[src/hdl/adc_port_pkg.sv]
/*
 Shared constants and carriers for the converter output port: register
 offsets, pipeline figures, code limits and the bus and pin structs.
 Assumes a single 40 MHz system clock and a 32-bit AXI4-Lite master.
*/
package adc_port_pkg;
   // Word and pipeline geometry.
   localparam int WORD_W = 12;
   localparam int SAMPLE_W = 14;
   localparam int STAGES = 10;
   localparam int HALF_EDGES = 17;
   localparam int PIPE_LAST = HALF_EDGES - 1;
   localparam int FINAL_SHIFT = STAGES - 1;
   // Code limits and stage thresholds, in output LSBs.
   localparam logic signed [13:0] FULL_POS = 14'sh07FF;
   localparam logic signed [13:0] FULL_NEG = 14'sh3800;
   localparam logic signed [13:0] STAGE_TH = 14'sh0200;
   localparam logic signed [13:0] STAGE_STEP = 14'sh0400;
   // Register byte offsets.
   localparam logic [5:0] OFF_CONTROL = 6'h00;
   localparam logic [5:0] OFF_RESULT = 6'h04;
   localparam logic [5:0] OFF_IRQ_STATUS = 6'h08;
   localparam logic [5:0] OFF_IRQ_MASK = 6'h0C;
   localparam logic [5:0] OFF_PINS = 6'h10;
   localparam logic [5:0] OFF_PERIOD = 6'h14;
   // Field positions and reset values.
   localparam int CTRL_SLEEP_BIT = 0;
   localparam int IRQ_NEW_BIT = 0;
   localparam int IRQ_OVR_BIT = 1;
   localparam int RESULT_OVR_BIT = 12;
   localparam logic [1:0] RST_IRQ_MASK = 2'h0;
   localparam logic RST_CTRL_SLEEP = 1'h0;
   localparam logic [15:0] PERIOD_MAX = 16'hFFFF;
   localparam logic [1:0] RESP_OKAY = 2'h0;
   localparam logic [1:0] RESP_SLVERR = 2'h2;

   // One entry of the half-cycle pipeline.
   typedef struct packed {
      logic ovr;
      logic signed [13:0] x;
      logic signed [13:0] res;
      logic signed [13:0] acc;
   } pipe_entry_s;

   // Master-driven AXI4-Lite signals.
   typedef struct packed {
      logic awvalid;
      logic [5:0] awaddr;
      logic wvalid;
      logic [31:0] wdata;
      logic [3:0] wstrb;
      logic bready;
      logic arvalid;
      logic [5:0] araddr;
      logic rready;
   } axi_in_s;

   // Slave-driven AXI4-Lite signals.
   typedef struct packed {
      logic awready;
      logic wready;
      logic bvalid;
      logic [1:0] bresp;
      logic arready;
      logic rvalid;
      logic [1:0] rresp;
      logic [31:0] rdata;
   } axi_out_s;

   // Static and clock pins from outside the clock domain.
   typedef struct packed {
      logic clk_p;
      logic clk_n;
      logic clock_kind_select;
      logic code_format_select;
      logic duty_equalizer_enable;
      logic sleep_request;
   } pin_in_s;
endpackage : adc_port_pkg

[src/hdl/adc_output_port.sv]
/*
 Digital side of a 12-bit pipelined converter: clock recovery from the
 conversion clock pins, a ten-stage redundant pipeline with error
 correction, output coding, range flag, valid strobe and AXI4-Lite
 registers with one interrupt. Assumes the sample bus and all pins come
 from outside aclk and that the sample is stable around the falling edge.
*/
// Decided for this implementation: the AXI4-Lite interface to the registers and the register offsets.
`timescale 1ns/1ps
`default_nettype none
module adc_output_port
   import adc_port_pkg::*;
#(
   parameter logic signed [13:0] CMP_OFFSET = 14'sh0000
)
(
   input wire logic aclk, // System clock, 40 MHz.
   input wire logic aresetn, // Synchronous reset, active low.
   input wire axi_in_s axi_i, // Register bus from the master.
   output axi_out_s axi_o, // Register bus to the master.
   input wire pin_in_s pins, // Clock and static pins.
   input wire logic [13:0] analog_sample, // Digitised input level.
   output logic [11:0] conversion_word, // Result word.
   output logic over_range_flag, // Input beyond full scale.
   output logic sample_valid_strobe, // Data valid strobe.
   output logic irq // Level interrupt.
);

   typedef struct packed {
      pin_in_s pin_s1;
      pin_in_s pin_s2;
      logic [13:0] smp_s1;
      logic [13:0] smp_s2;
      logic level_q;
      logic [15:0] period_cnt;
      logic [15:0] period;
      pipe_entry_s [0:PIPE_LAST] pipe;
      logic [11:0] word;
      logic ovr_flag;
      logic strobe;
      logic ctrl_sleep;
      logic [1:0] irq_stat;
      logic [1:0] irq_mask;
      logic irq;
      axi_out_s bus;
      logic aw_have;
      logic w_have;
      logic [5:0] awaddr;
      logic [31:0] wdata;
      logic [3:0] wstrb;
   } state_s;

   state_s st;
   state_s next_st;
   pipe_entry_s stage_out [1:PIPE_LAST];
   logic clk_level;
   logic rise;
   logic fall;
   logic asleep;
   logic word_load;
   logic signed [13:0] x_in;
   logic [11:0] bin;
   logic [1:0] irq_set;
   logic [1:0] irq_clr;
   logic [31:0] rd;
   logic [1:0] rd_resp;

   // Outputs are the state flip-flops themselves.
   assign axi_o = st.bus;
   assign conversion_word = st.word;
   assign over_range_flag = st.ovr_flag;
   assign sample_valid_strobe = st.strobe;
   assign irq = st.irq;

   // Each position of the chain advances one half cycle. The first nine
   // stages resolve a redundant digit and double the residue, the tenth
   // quantises what is left, the rest only delay the result. Overlapping
   // digit ranges let a comparator misplace its threshold without loss.
   generate
      for (genvar k = 1; k <= PIPE_LAST; k++)
      begin : g_stage
         if (k < STAGES)
         begin : g_resolve
            logic signed [1:0] d;
            assign d = (st.pipe[k-1].res > STAGE_TH + CMP_OFFSET) ? 2'sh1 :
               (st.pipe[k-1].res < CMP_OFFSET - STAGE_TH) ? 2'sh3 :
               2'sh0;
            assign stage_out[k].ovr = st.pipe[k-1].ovr;
            assign stage_out[k].x = st.pipe[k-1].x;
            assign stage_out[k].res =
               (st.pipe[k-1].res - d * STAGE_STEP) <<< 1;
            assign stage_out[k].acc =
               st.pipe[k-1].acc + d * (STAGE_STEP >>> (k - 1));
         end
         else if (k == STAGES)
         begin : g_last
            assign stage_out[k].ovr = st.pipe[k-1].ovr;
            assign stage_out[k].x = st.pipe[k-1].x;
            assign stage_out[k].res = 14'sh0000; // Last stage passes none.
            assign stage_out[k].acc = st.pipe[k-1].acc +
               (st.pipe[k-1].res >>> FINAL_SHIFT);
         end
         else
         begin : g_delay
            assign stage_out[k] = st.pipe[k-1];
         end
      end
   endgenerate

   // Recovered clock level, its edges and the power state.
   always_comb
   begin
      clk_level = st.pin_s2.clock_kind_select ?
         (st.pin_s2.clk_p & ~st.pin_s2.clk_n) :
         st.pin_s2.clk_p;
      rise = clk_level & ~st.level_q;
      fall = ~clk_level & st.level_q;
      asleep = st.pin_s2.sleep_request | st.ctrl_sleep;
      word_load = rise & ~asleep;
      x_in = st.smp_s2;
      bin = st.pipe[PIPE_LAST].acc[11:0];
   end

   // Register read decode; unmapped addresses answer with an error.
   always_comb
   begin
      rd = 32'h0000_0000;
      rd_resp = RESP_OKAY;
      case (axi_i.araddr)
         OFF_CONTROL: rd[CTRL_SLEEP_BIT] = st.ctrl_sleep;
         OFF_RESULT: rd[12:0] = {st.ovr_flag, st.word};
         OFF_IRQ_STATUS: rd[1:0] = st.irq_stat;
         OFF_IRQ_MASK: rd[1:0] = st.irq_mask;
         OFF_PINS: rd[4:0] = {asleep, st.pin_s2.sleep_request,
            st.pin_s2.duty_equalizer_enable,
            st.pin_s2.code_format_select,
            st.pin_s2.clock_kind_select};
         OFF_PERIOD: rd[15:0] = st.period;
         default: rd_resp = RESP_SLVERR;
      endcase
   end

   // Next state of the whole block.
   always_comb
   begin
      next_st = st;
      irq_clr = 2'h0;
      // Two flip-flops on everything that arrives from the pins.
      next_st.pin_s1 = pins;
      next_st.pin_s2 = st.pin_s1;
      next_st.smp_s1 = analog_sample;
      next_st.smp_s2 = st.smp_s1;
      next_st.level_q = clk_level;

      // Period of the conversion clock in system cycles.
      if (rise)
      begin
         next_st.period = st.period_cnt + 16'h0001;
         next_st.period_cnt = 16'h0000;
      end
      else if (st.period_cnt != PERIOD_MAX)
      begin
         next_st.period_cnt = st.period_cnt + 16'h0001;
      end

      // The chain moves on both edges and freezes while asleep.
      if (!asleep && (rise || fall))
      begin
         for (int i = 1; i <= PIPE_LAST; i++)
         begin
            next_st.pipe[i] = stage_out[i];
         end
         if (fall)
         begin
            next_st.pipe[0].ovr = (x_in > FULL_POS) ||
               (x_in < FULL_NEG);
            next_st.pipe[0].x = (x_in > FULL_POS) ? FULL_POS :
               (x_in < FULL_NEG) ? FULL_NEG : x_in;
            next_st.pipe[0].res = next_st.pipe[0].x;
            next_st.pipe[0].acc = 14'sh0000;
         end
      end

      // Output word on the rising edge that ends the 17th half cycle.
      if (asleep)
      begin
         next_st.word = 12'h000;
         next_st.ovr_flag = 1'b0;
      end
      else if (word_load)
      begin
         next_st.word = st.pin_s2.code_format_select ?
            (bin ^ (bin >> 1)) : bin;
         next_st.ovr_flag = st.pipe[PIPE_LAST].ovr;
      end

      // With the equalizer on, the strobe is rebuilt at half the measured
      // period, so a lopsided input clock still gives a square strobe.
      // The trade is one period of settling after the rate changes.
      if (asleep)
      begin
         next_st.strobe = 1'b0;
      end
      else if (st.pin_s2.duty_equalizer_enable)
      begin
         if (rise)
         begin
            next_st.strobe = 1'b1;
         end
         else if (st.period_cnt + 16'h0001 >= (st.period >> 1))
         begin
            next_st.strobe = 1'b0;
         end
      end
      else
      begin
         next_st.strobe = clk_level;
      end

      // Write channel capture; address and data may come in either order.
      if (axi_i.awvalid && st.bus.awready)
      begin
         next_st.aw_have = 1'b1;
         next_st.awaddr = axi_i.awaddr;
      end
      if (axi_i.wvalid && st.bus.wready)
      begin
         next_st.w_have = 1'b1;
         next_st.wdata = axi_i.wdata;
         next_st.wstrb = axi_i.wstrb;
      end
      if (st.bus.bvalid && axi_i.bready)
      begin
         next_st.bus.bvalid = 1'b0;
      end
      if (st.aw_have && st.w_have && !st.bus.bvalid)
      begin
         next_st.aw_have = 1'b0;
         next_st.w_have = 1'b0;
         next_st.bus.bvalid = 1'b1;
         next_st.bus.bresp = RESP_OKAY;
         case (st.awaddr)
            OFF_CONTROL:
               if (st.wstrb[0])
               begin
                  next_st.ctrl_sleep = st.wdata[CTRL_SLEEP_BIT];
               end
            OFF_IRQ_STATUS:
               if (st.wstrb[0])
               begin
                  irq_clr = st.wdata[1:0];
               end
            OFF_IRQ_MASK:
               if (st.wstrb[0])
               begin
                  next_st.irq_mask = st.wdata[1:0];
               end
            OFF_RESULT, OFF_PINS, OFF_PERIOD: ;
            default: next_st.bus.bresp = RESP_SLVERR;
         endcase
      end
      next_st.bus.awready = ~next_st.aw_have & ~next_st.bus.bvalid;
      next_st.bus.wready = ~next_st.w_have & ~next_st.bus.bvalid;

      // Read channel: one read at a time, answered the cycle after.
      if (axi_i.arvalid && st.bus.arready)
      begin
         next_st.bus.rvalid = 1'b1;
         next_st.bus.rdata = rd;
         next_st.bus.rresp = rd_resp;
      end
      else if (st.bus.rvalid && axi_i.rready)
      begin
         next_st.bus.rvalid = 1'b0;
      end
      next_st.bus.arready = ~next_st.bus.rvalid;

      // Sticky events; a new event beats a clear in the same cycle.
      irq_set[IRQ_NEW_BIT] = word_load;
      irq_set[IRQ_OVR_BIT] = word_load & st.pipe[PIPE_LAST].ovr;
      next_st.irq_stat = (st.irq_stat & ~irq_clr) | irq_set;
      next_st.irq = |(next_st.irq_stat & next_st.irq_mask);
   end

   // The single state register.
   always_ff @(posedge aclk)
   begin
      if (!aresetn)
      begin
         st <= '0;
         st.irq_mask <= RST_IRQ_MASK;
         st.ctrl_sleep <= RST_CTRL_SLEEP;
      end
      else
      begin
         st <= next_st;
      end
   end
endmodule : adc_output_port
`default_nettype wire

[config.mk]
export PLATFORM = sky130hd
export DESIGN_NAME = adc_output_port
export DESIGN_NICKNAME = d
export VERILOG_FILES = /design/src/hdl/adc_port_pkg.sv /design/src/hdl/adc_output_port.sv
export SDC_FILE = /design/constraint.sdc
export NUM_CORES = 1
export LEC_CHECK = 0
export BUFFER_PORTS_ARGS = -buffer_cell sky130_fd_sc_hd__buf_2
export CORE_UTILIZATION = 54
export DETAILED_ROUTE_END_ITERATION = 8
export PLACE_DENSITY = 0.82
export SYNTH_ARGS = -nofsm -noshare
export SYNTH_HDL_FRONTEND = slang
export SYNTH_SLANG_ARGS = --single-unit
[constraint.sdc]
create_clock -name aclk -period 2.35 [get_ports aclk]
set_input_delay 0.1175 -clock aclk [delete_from_list [all_inputs] [get_ports aclk]]
set_output_delay 0.1175 -clock aclk [all_outputs]
set_load 0.02 [all_outputs]
==> results.toml, run 1 <==
[worst_setup_path]
cp_max_fo = 2
cp.arrival_ns = 2.95
r2r_cells = 9
crit_required_ns = 2.80
end_kind = "flip-flop"
crit_path_start_kind = "flip-flop"
crit_type = "reg -> reg"

[power]
combPwrFrac_pct = 10.4
p_clk_share_pct = 43.6
seq_power_share_pct = 46.0
switching_share_pct = 23.9
vdd.ir_drop.worst_mv = 0.664
total_power_uw = 14600
p_sw_uw = 3480
intPower_uw = 11100
power_density_nw_per_um2 = 741
power_leakage_uw = 0.00758

[logic_synthesis]
ys.flop_type = "dfxtp_1"
yosys.cell_types.count = 57
yosys-top-cells-area = "dfxtp_1 46%, nand2_1 9.7%, a21oi_1 8.3%"
synth-xor-area-share_pct = 4.03
seq_area_frac_synth_pct = 45.7
avgSynthCellArea_sq_um = 8.29
yosysTopAreaCell = "dfxtp_1"
yosysTopAreaCellShare_pct = 45.7
synth_area_sq_um = 16500
synth_top_family_by_area = "simple AND/OR/NAND/NOR gates"
yosys-mux-area-fraction_pct = 1.35
syn_inst = 1994
synth_edf_count = 0
synth_compound_area_share_pct = 15.5
synthAdderAreaFrac_pct = 7.51
postSynthRegisterBits = 377
ys_warn_count = 0
synth-simple-area-share_pct = 18.9
synth_async_sr_flop_share_pct = 0

[cells_and_area]
fillCellCount = 2132
syn_to_final_growth_pct = 18.9
drive_gt1_share_pct = 14.7
regArea_sq_um = 7560
insertedDiodeCount = 0
fin_nets = 2264
multi_input_area_sq_um = 8300
fin_cells = 2518

[sta]
period_share_pct = 107
hold_viol = 0
setup_viol_count_final = 1
fin_setup_tns_ns = -0.155
slew_headroom_pct = 48.5
clock.fmax_mhz = 399
setup_slack_ns = -0.155
min_period_ns = 2.50
skew_ns = 0.0225
slew_violations = 0
rsz0062_at_grt = "yes"
worst_pin_slew_ns = 0.771

[clock_network]
path_clk_slew_ns = 0.06
root_buffer = "clkbuf_16"
clock_path_buffers = 3
cts_max_level = 2
cts_buffers = 38
clock_sinks = 377
cts_tree = "yes"
worstSkewPairLatency_ns = 0.52

[global_route]
grtUsageMet3_pct = 3.37
grt_pass1_wl_um = 62000
antenna_found_initial = 0
overflow = 0
grt_max_degree = 85
use_met1_pct = 27.9
grt_pass1_vias = 13400
grt_busiest_layer = "met2"
met2_usage_pct = 43.4
grt_util_all_layers_pct = 23.6

[drt]
dr.pass1.iters = 7
post_drt_wl_per_cell_um = 15.3
drc = 0
vias_per_cell = 5.55
drt_iter0_drc = 1074
ant_nets = 0
wl_um = 38600
num_vias = 14000

[hold_path]
hp-class = "in -> reg"
hold_depth = 4

[status]
violations = "setup timing"
status = "finished, violations left"

[floorplanning]
coreArea_sq_um = 29900
rows = 63
die_x_um = 177
initial_core_util_pct = 55.3
die_area_sq_um = 31300
num_io_pins = 131
die_h_um = 177

[place]
gp_congestion = 0.845
dp_cells = 2385
place_ws_ns = -0.188
place_hpwl_um = 23100
port_buffers = 79

[run]
max_cap_violations = 0
-- per-stage QoR --
stage,hold WS [ns],utilization [%],area (sq um)
after floorplan,0.245,-,16600
after global placement,0.326,57.9,17300
after global routing,0.0727,65.8,19600
after detailed placement,0.329,57.9,17300
final,0.0516,65.8,19600
after CTS,0.0419,64.4,19200
-- path summary, 6_finish.rpt --
| check | startpoint | endpoint | slack (ns) |
|---|---|---|---|
| worst min-delay path | axi_i[6] | axi_o[33]$_SDFFE_PN0P_ | 0.05 |
| worst max-delay path | st[599]$_SDFFE_PN0P_ | st[562]$_SDFFE_PN0P_ | -0.15 |
| worst max register to register | st[599]$_SDFFE_PN0P_ | st[562]$_SDFFE_PN0P_ | -0.15 |
| worst min register to register | next_st[875]$_SDFF_PN0_ | x_in[6]$_SDFF_PN0_ | 0.43 |
-- critical path, cell delays in order, from the launching register on --
cell and delay (ns):
dfxtp_2 0.32, or4_4 0.54, a2111oi_4 0.36, o21ai_2 0.12
ha_2 0.19, fa_2 0.34, xor2_1 0.16, xnor2_1 0.17
nand2_1 0.10, a21oi_2 0.13
-- layout by cell type, fill, tap and decap left out, types with 18 or more instances in the layout --
cell type / netlist / layout
buf_2: 2 / 79
xnor2_1: 46 / 41
nor2_1: 150 / 145
ha_1: 72 / 64
and2_1: 43 / 42
buf_4: 53 / 81
a21oi_1: 273 / 267
nor3_1: 22 / 21
inv_1: 87 / 82
dlygate4sd3_1: 0 / 45
xor2_1: 30 / 28
mux2i_1: 20 / 20
o21ai_0: 42 / 36
nand2_1: 425 / 423
nand3_1: 30 / 28
a211oi_1: 79 / 77
conb_1: 1 / 18
dfxtp_1: 377 / 367
clkbuf_16: 0 / 39
-- synthesized netlist by cell type, drive strengths merged, types with 3 or more instances --
library cell	number
a41oi	6
xor2	30
o21ai	42
dfxtp	377
nor2b	7
fa	17
and3	4
a2111oi	5
a211oi	80
ha	72
o211ai	5
or3	6
nand2b	7
inv	87
nand4	13
clkbuf	102
a21o	8
nand2	425
buf	66
a31oi	3
and2	44
o21bai	4
xnor2	46
mux2i	20
nor3	23
o21a	3
a21oi	273
nor4	7
or4	4
nand3	30
nor2	150
and4	4
-- final cells by class --
cell class,instances,share of cell area (%)
Sequential cell,377,38.5
Multi-Input combinational cell,1380,42.2
Inverter,87,1.71
Clock inverter,11,0.936
Tap cell,390,2.48
Clock buffer,57,5.77
Timing Repair Buffer,216,8.34
-- metal layers --
metal / routed length [um] / part of all wire, %
met1: 15800 / 41
met2: 20100 / 52
met3: 1530 / 4.0
met4: 1060 / 2.8
met5: 0 / 0
-- power by group through the flow --
| stage | logic [uW] | registers [uW] | clock network, uW |
|---|---|---|---|
| floorplan | 1000 | 6790 | 0 |
| CTS | 1420 | 6690 | 6420 |
| finish | 1510 | 6710 | 6350 |
| detailed placement | 1300 | 6830 | 0 |
| global placement | 1240 | 6820 | 0 |
| global route | 1670 | 6720 | 6730 |
-- sequential cells by signal, indices dropped and copies added (netlist names) --
register             flops
conversion_word         12
over_range_flag          1
bin                     12
sample_valid_strobe      1
next_st                 20
irq                      1
x_in                    14
st                     293
axi_o                   23
-- kinds of logic after synthesis --
kind of cell | after synthesis
AO/OA/AOI/OAI | 444
XOR/XNOR | 76
adder cells (fa/ha/maj) | 89
buffers and inverters | 255
flip-flops | 377
multiplexers | 22
other | 1
AND/OR/NAND/NOR | 730
-- what timing repair did --
item / CTS / global route
setup buffers: 8 / 14
endpoints found under the hold margin: 37 / 0
resized for setup: 28 / 73
hold buffers: 45 / 0
gates cloned: 0 / 1
endpoints found under the setup margin: 8 / 44
pin swaps: 9 / 33
(Power assumes the default switching activity.)
==> inputs of run 2 (changes only) <==
--- a/config.mk
+++ b/config.mk
@@ -5,9 +5,12 @@
 export SDC_FILE = /design/constraint.sdc
 export NUM_CORES = 1
 export LEC_CHECK = 0
+export ABC_AREA = 1
 export BUFFER_PORTS_ARGS = -buffer_cell sky130_fd_sc_hd__buf_2
+export CORE_ASPECT_RATIO = 1.5
 export CORE_UTILIZATION = 54
 export DETAILED_ROUTE_END_ITERATION = 8
+export GPL_TIMING_DRIVEN = 1
 export PLACE_DENSITY = 0.82
 export SYNTH_ARGS = -nofsm -noshare
 export SYNTH_HDL_FRONTEND = slang
==> results.toml, run 2 <==
[logic_synthesis]
synth_edf_count = 0
ys_warn_count = 0
synth_async_sr_flop_share_pct = 0
yosysTopAreaCell = "dfxtp_1"
yosys.cell_types.count = 47
avgSynthCellArea_sq_um = 7.73
synth_most_common_cell = "nor2_1"
synth_commonest_cells = "389 x nor2_1, 377 x dfxtp_1, 307 x o21ai_0"
synth_area_sq_um = 16800
syn_inst = 2167
yosysTopAreaCellShare_pct = 45.0
ys.flop_type = "dfxtp_1"
postSynthRegisterBits = 377
yosys-top-cells-area = "dfxtp_1 45%, o21ai_0 9.2%, nor2_1 8.7%"
seq_area_frac_synth_pct = 45.0

[global_route]
grt_pass1_wl_um = 63600
grt_util_all_layers_pct = 24.1
met2_usage_pct = 46.1
grtUsageMet3_pct = 3.54
grt_max_degree = 159
grt_pass1_vias = 14000
grt_busiest_layer = "met2"
overflow = 0
use_met1_pct = 25.0
antenna_found_initial = 0

[sta]
slew_headroom_pct = 52.6
fin_setup_tns_ns = -0.100
min_period_ns = 2.45
rsz0062_at_grt = "yes"
worst_pin_slew_ns = 0.708
hold_viol = 0
period_share_pct = 104
clock.fmax_mhz = 408
setup_slack_ns = -0.100
slew_violations = 0
setup_viol_count_final = 1
skew_ns = 0.0278

[drt]
drt_iter0_drc = 847
drc = 0
num_vias = 14400
dr.pass1.iters = 7
post_drt_wl_per_cell_um = 14.5
ant_nets = 0
wl_um = 38900
vias_per_cell = 5.37

[worst_setup_path]
critPathLaunch = "st[857]$_SDFFE_PP0P_"
crit_path_start_kind = "flip-flop"
cp.arrival_ns = 2.90
crit_required_ns = 2.80
cp_max_fo = 3
crit_type = "reg -> reg"
reg2reg_from = "st[857]$_SDFFE_PP0P_"
end_kind = "flip-flop"

[floorplanning]
die_h_um = 218
num_io_pins = 131
coreArea_sq_um = 30400
initial_core_util_pct = 55.2
die_area_sq_um = 31700
die_x_um = 146
rows = 78

[place]
post_dp_cell_area_sq_um = 17400
dp_cells = 2559
place_ws_ns = -0.0465
gp_congestion = 0.897
place_hpwl_um = 24800
port_buffers = 79

[cells_and_area]
largest_register_ffs = 293
insertedDiodeCount = 0
fillCellCount = 2397
fin_nets = 2420
regArea_sq_um = 7560
final_common_cell = "nor2_1"
multi_input_area_sq_um = 7640
final_cell_mix = "384 x nor2_1, 369 x dfxtp_1, 302 x o21ai_0"
fin_cells = 2680
drive_gt1_share_pct = 11.7
syn_to_final_growth_pct = 15.9
final_cell_area_sq_um = 19400
top_register = "st"

[status]
violations = "setup timing"
status = "finished, violations left"

[power]
seq_power_share_pct = 46.6
p_sw_uw = 3820
intPower_uw = 11300
power_density_nw_per_um2 = 778
p_clk_share_pct = 41.1
combPwrFrac_pct = 12.3
switching_share_pct = 25.3
power_leakage_uw = 0.00925
vdd.ir_drop.worst_mv = 0.691

[clock_network]
root_buffer = "clkbuf_16"
cts_buffers = 36
clock_sinks = 377
cts_tree = "yes"
clock_path_buffers = 3
path_clk_slew_ns = 0.07
cts_max_level = 2
worstSkewPairLatency_ns = 0.54

[hold_path]
hp-start = "axi_i[4]"
hp-class = "in -> reg"

[run]
max_cap_violations = 0
[run 2: cell types whose count changed after synthesis, sizes merged, moves of 20 or more]
cell,change
and2,-44
nor2,+243
clkbuf,-48
buf,+39
inv,+173
mux2i,-20
xnor2,-33
a211oi,-78
o21ai,+268
a21oi,-103
nand2,-203
xor2,+26
[run 2: path summary, 6_finish.rpt]
check | depth (start not counted) | to | slack, ns
hold reg to reg | 2 | x_in[0]$_SDFF_PN0_ | 0.40
setup / recovery | 19 | sample_valid_strobe$_SDFFE_PP0P_ | -0.10
setup reg to reg | 19 | sample_valid_strobe$_SDFFE_PP0P_ | -0.10
hold / removal | 5 | axi_o[0]$_SDFFE_PN0P_ | 0.02
[run 2: layer usage]
layer,vias to the layer above,wire length (um),part of all wire (%)
met4,0,1940,5.0
li1,7093,-,-
met2,402,20800,53
met5,-,0,0
met3,121,1540,4.0
met1,6776,14700,38
[run 2: power by group through the flow]
stage,Combinational [uW],Sequential (uW),Clock [uW]
floorplan,1340,7080,0
global placement,1650,7150,0
detailed placement,1720,7160,0
CTS,1810,7020,6290
global route,2100,7070,6550
finish,1860,7030,6210
[run 2: layout make-up]
class	count	area share [%]
Inverter	260	5.04
Clock buffer	49	5.37
Clock inverter	13	1.17
Timing Repair Buffer	193	7.57
Multi-Input combinational cell	1388	39.4
Tap cell	400	2.58
Sequential cell	377	38.9
[run 2: cells by family after synthesis]
logic type	count (synthesis)	synth area share, %
and+or+nand+nor	672	15.8
AOI/OAI and AO/OA	540	17.1
adders and majority gates	89	7.41
xor gates and xnor gates	69	3.61
buffers and inverters	419	10.9
other	1	0.0224
DFF	377	45.0
[run 2: through the flow]
stage	util [%]	total power, uW	hold slack [ns]
finish	64.0	15100	0.0211
global route	64.0	15700	0.0700
CTS	62.9	15100	0.0131
detailed placement	57.2	8880	0.301
global placement	57.2	8800	0.301
floorplan	-	8430	0.215
[run 2: critical path, stage by stage, from the launching register on]
cell	delay [ns]
dfxtp_2	0.34
nand4_1	0.25
nor2_4	0.23
buf_4	0.14
nand3_1	0.10
nand2_2	0.12
inv_1	0.05
ha_1	0.32
nand2_4	0.08
o21bai_1	0.10
nand2_1	0.06
nand2_1	0.06
nand2_1	0.05
nand2_1	0.05
nand2_1	0.04
nand2_1	0.05
nand2_1	0.04
nor2_1	0.11
nand2_1	0.08
a21oi_2	0.13
[run 2: timing repair]
item | CTS | global route
pin swaps | 2 | 18
setup endpoints to repair | 4 | 16
gates resized for setup | 8 | 51
setup buffers | 0 | 16
gates cloned | 0 | 0
hold buffers | 43 | 0
hold endpoints to repair | 58 | 0
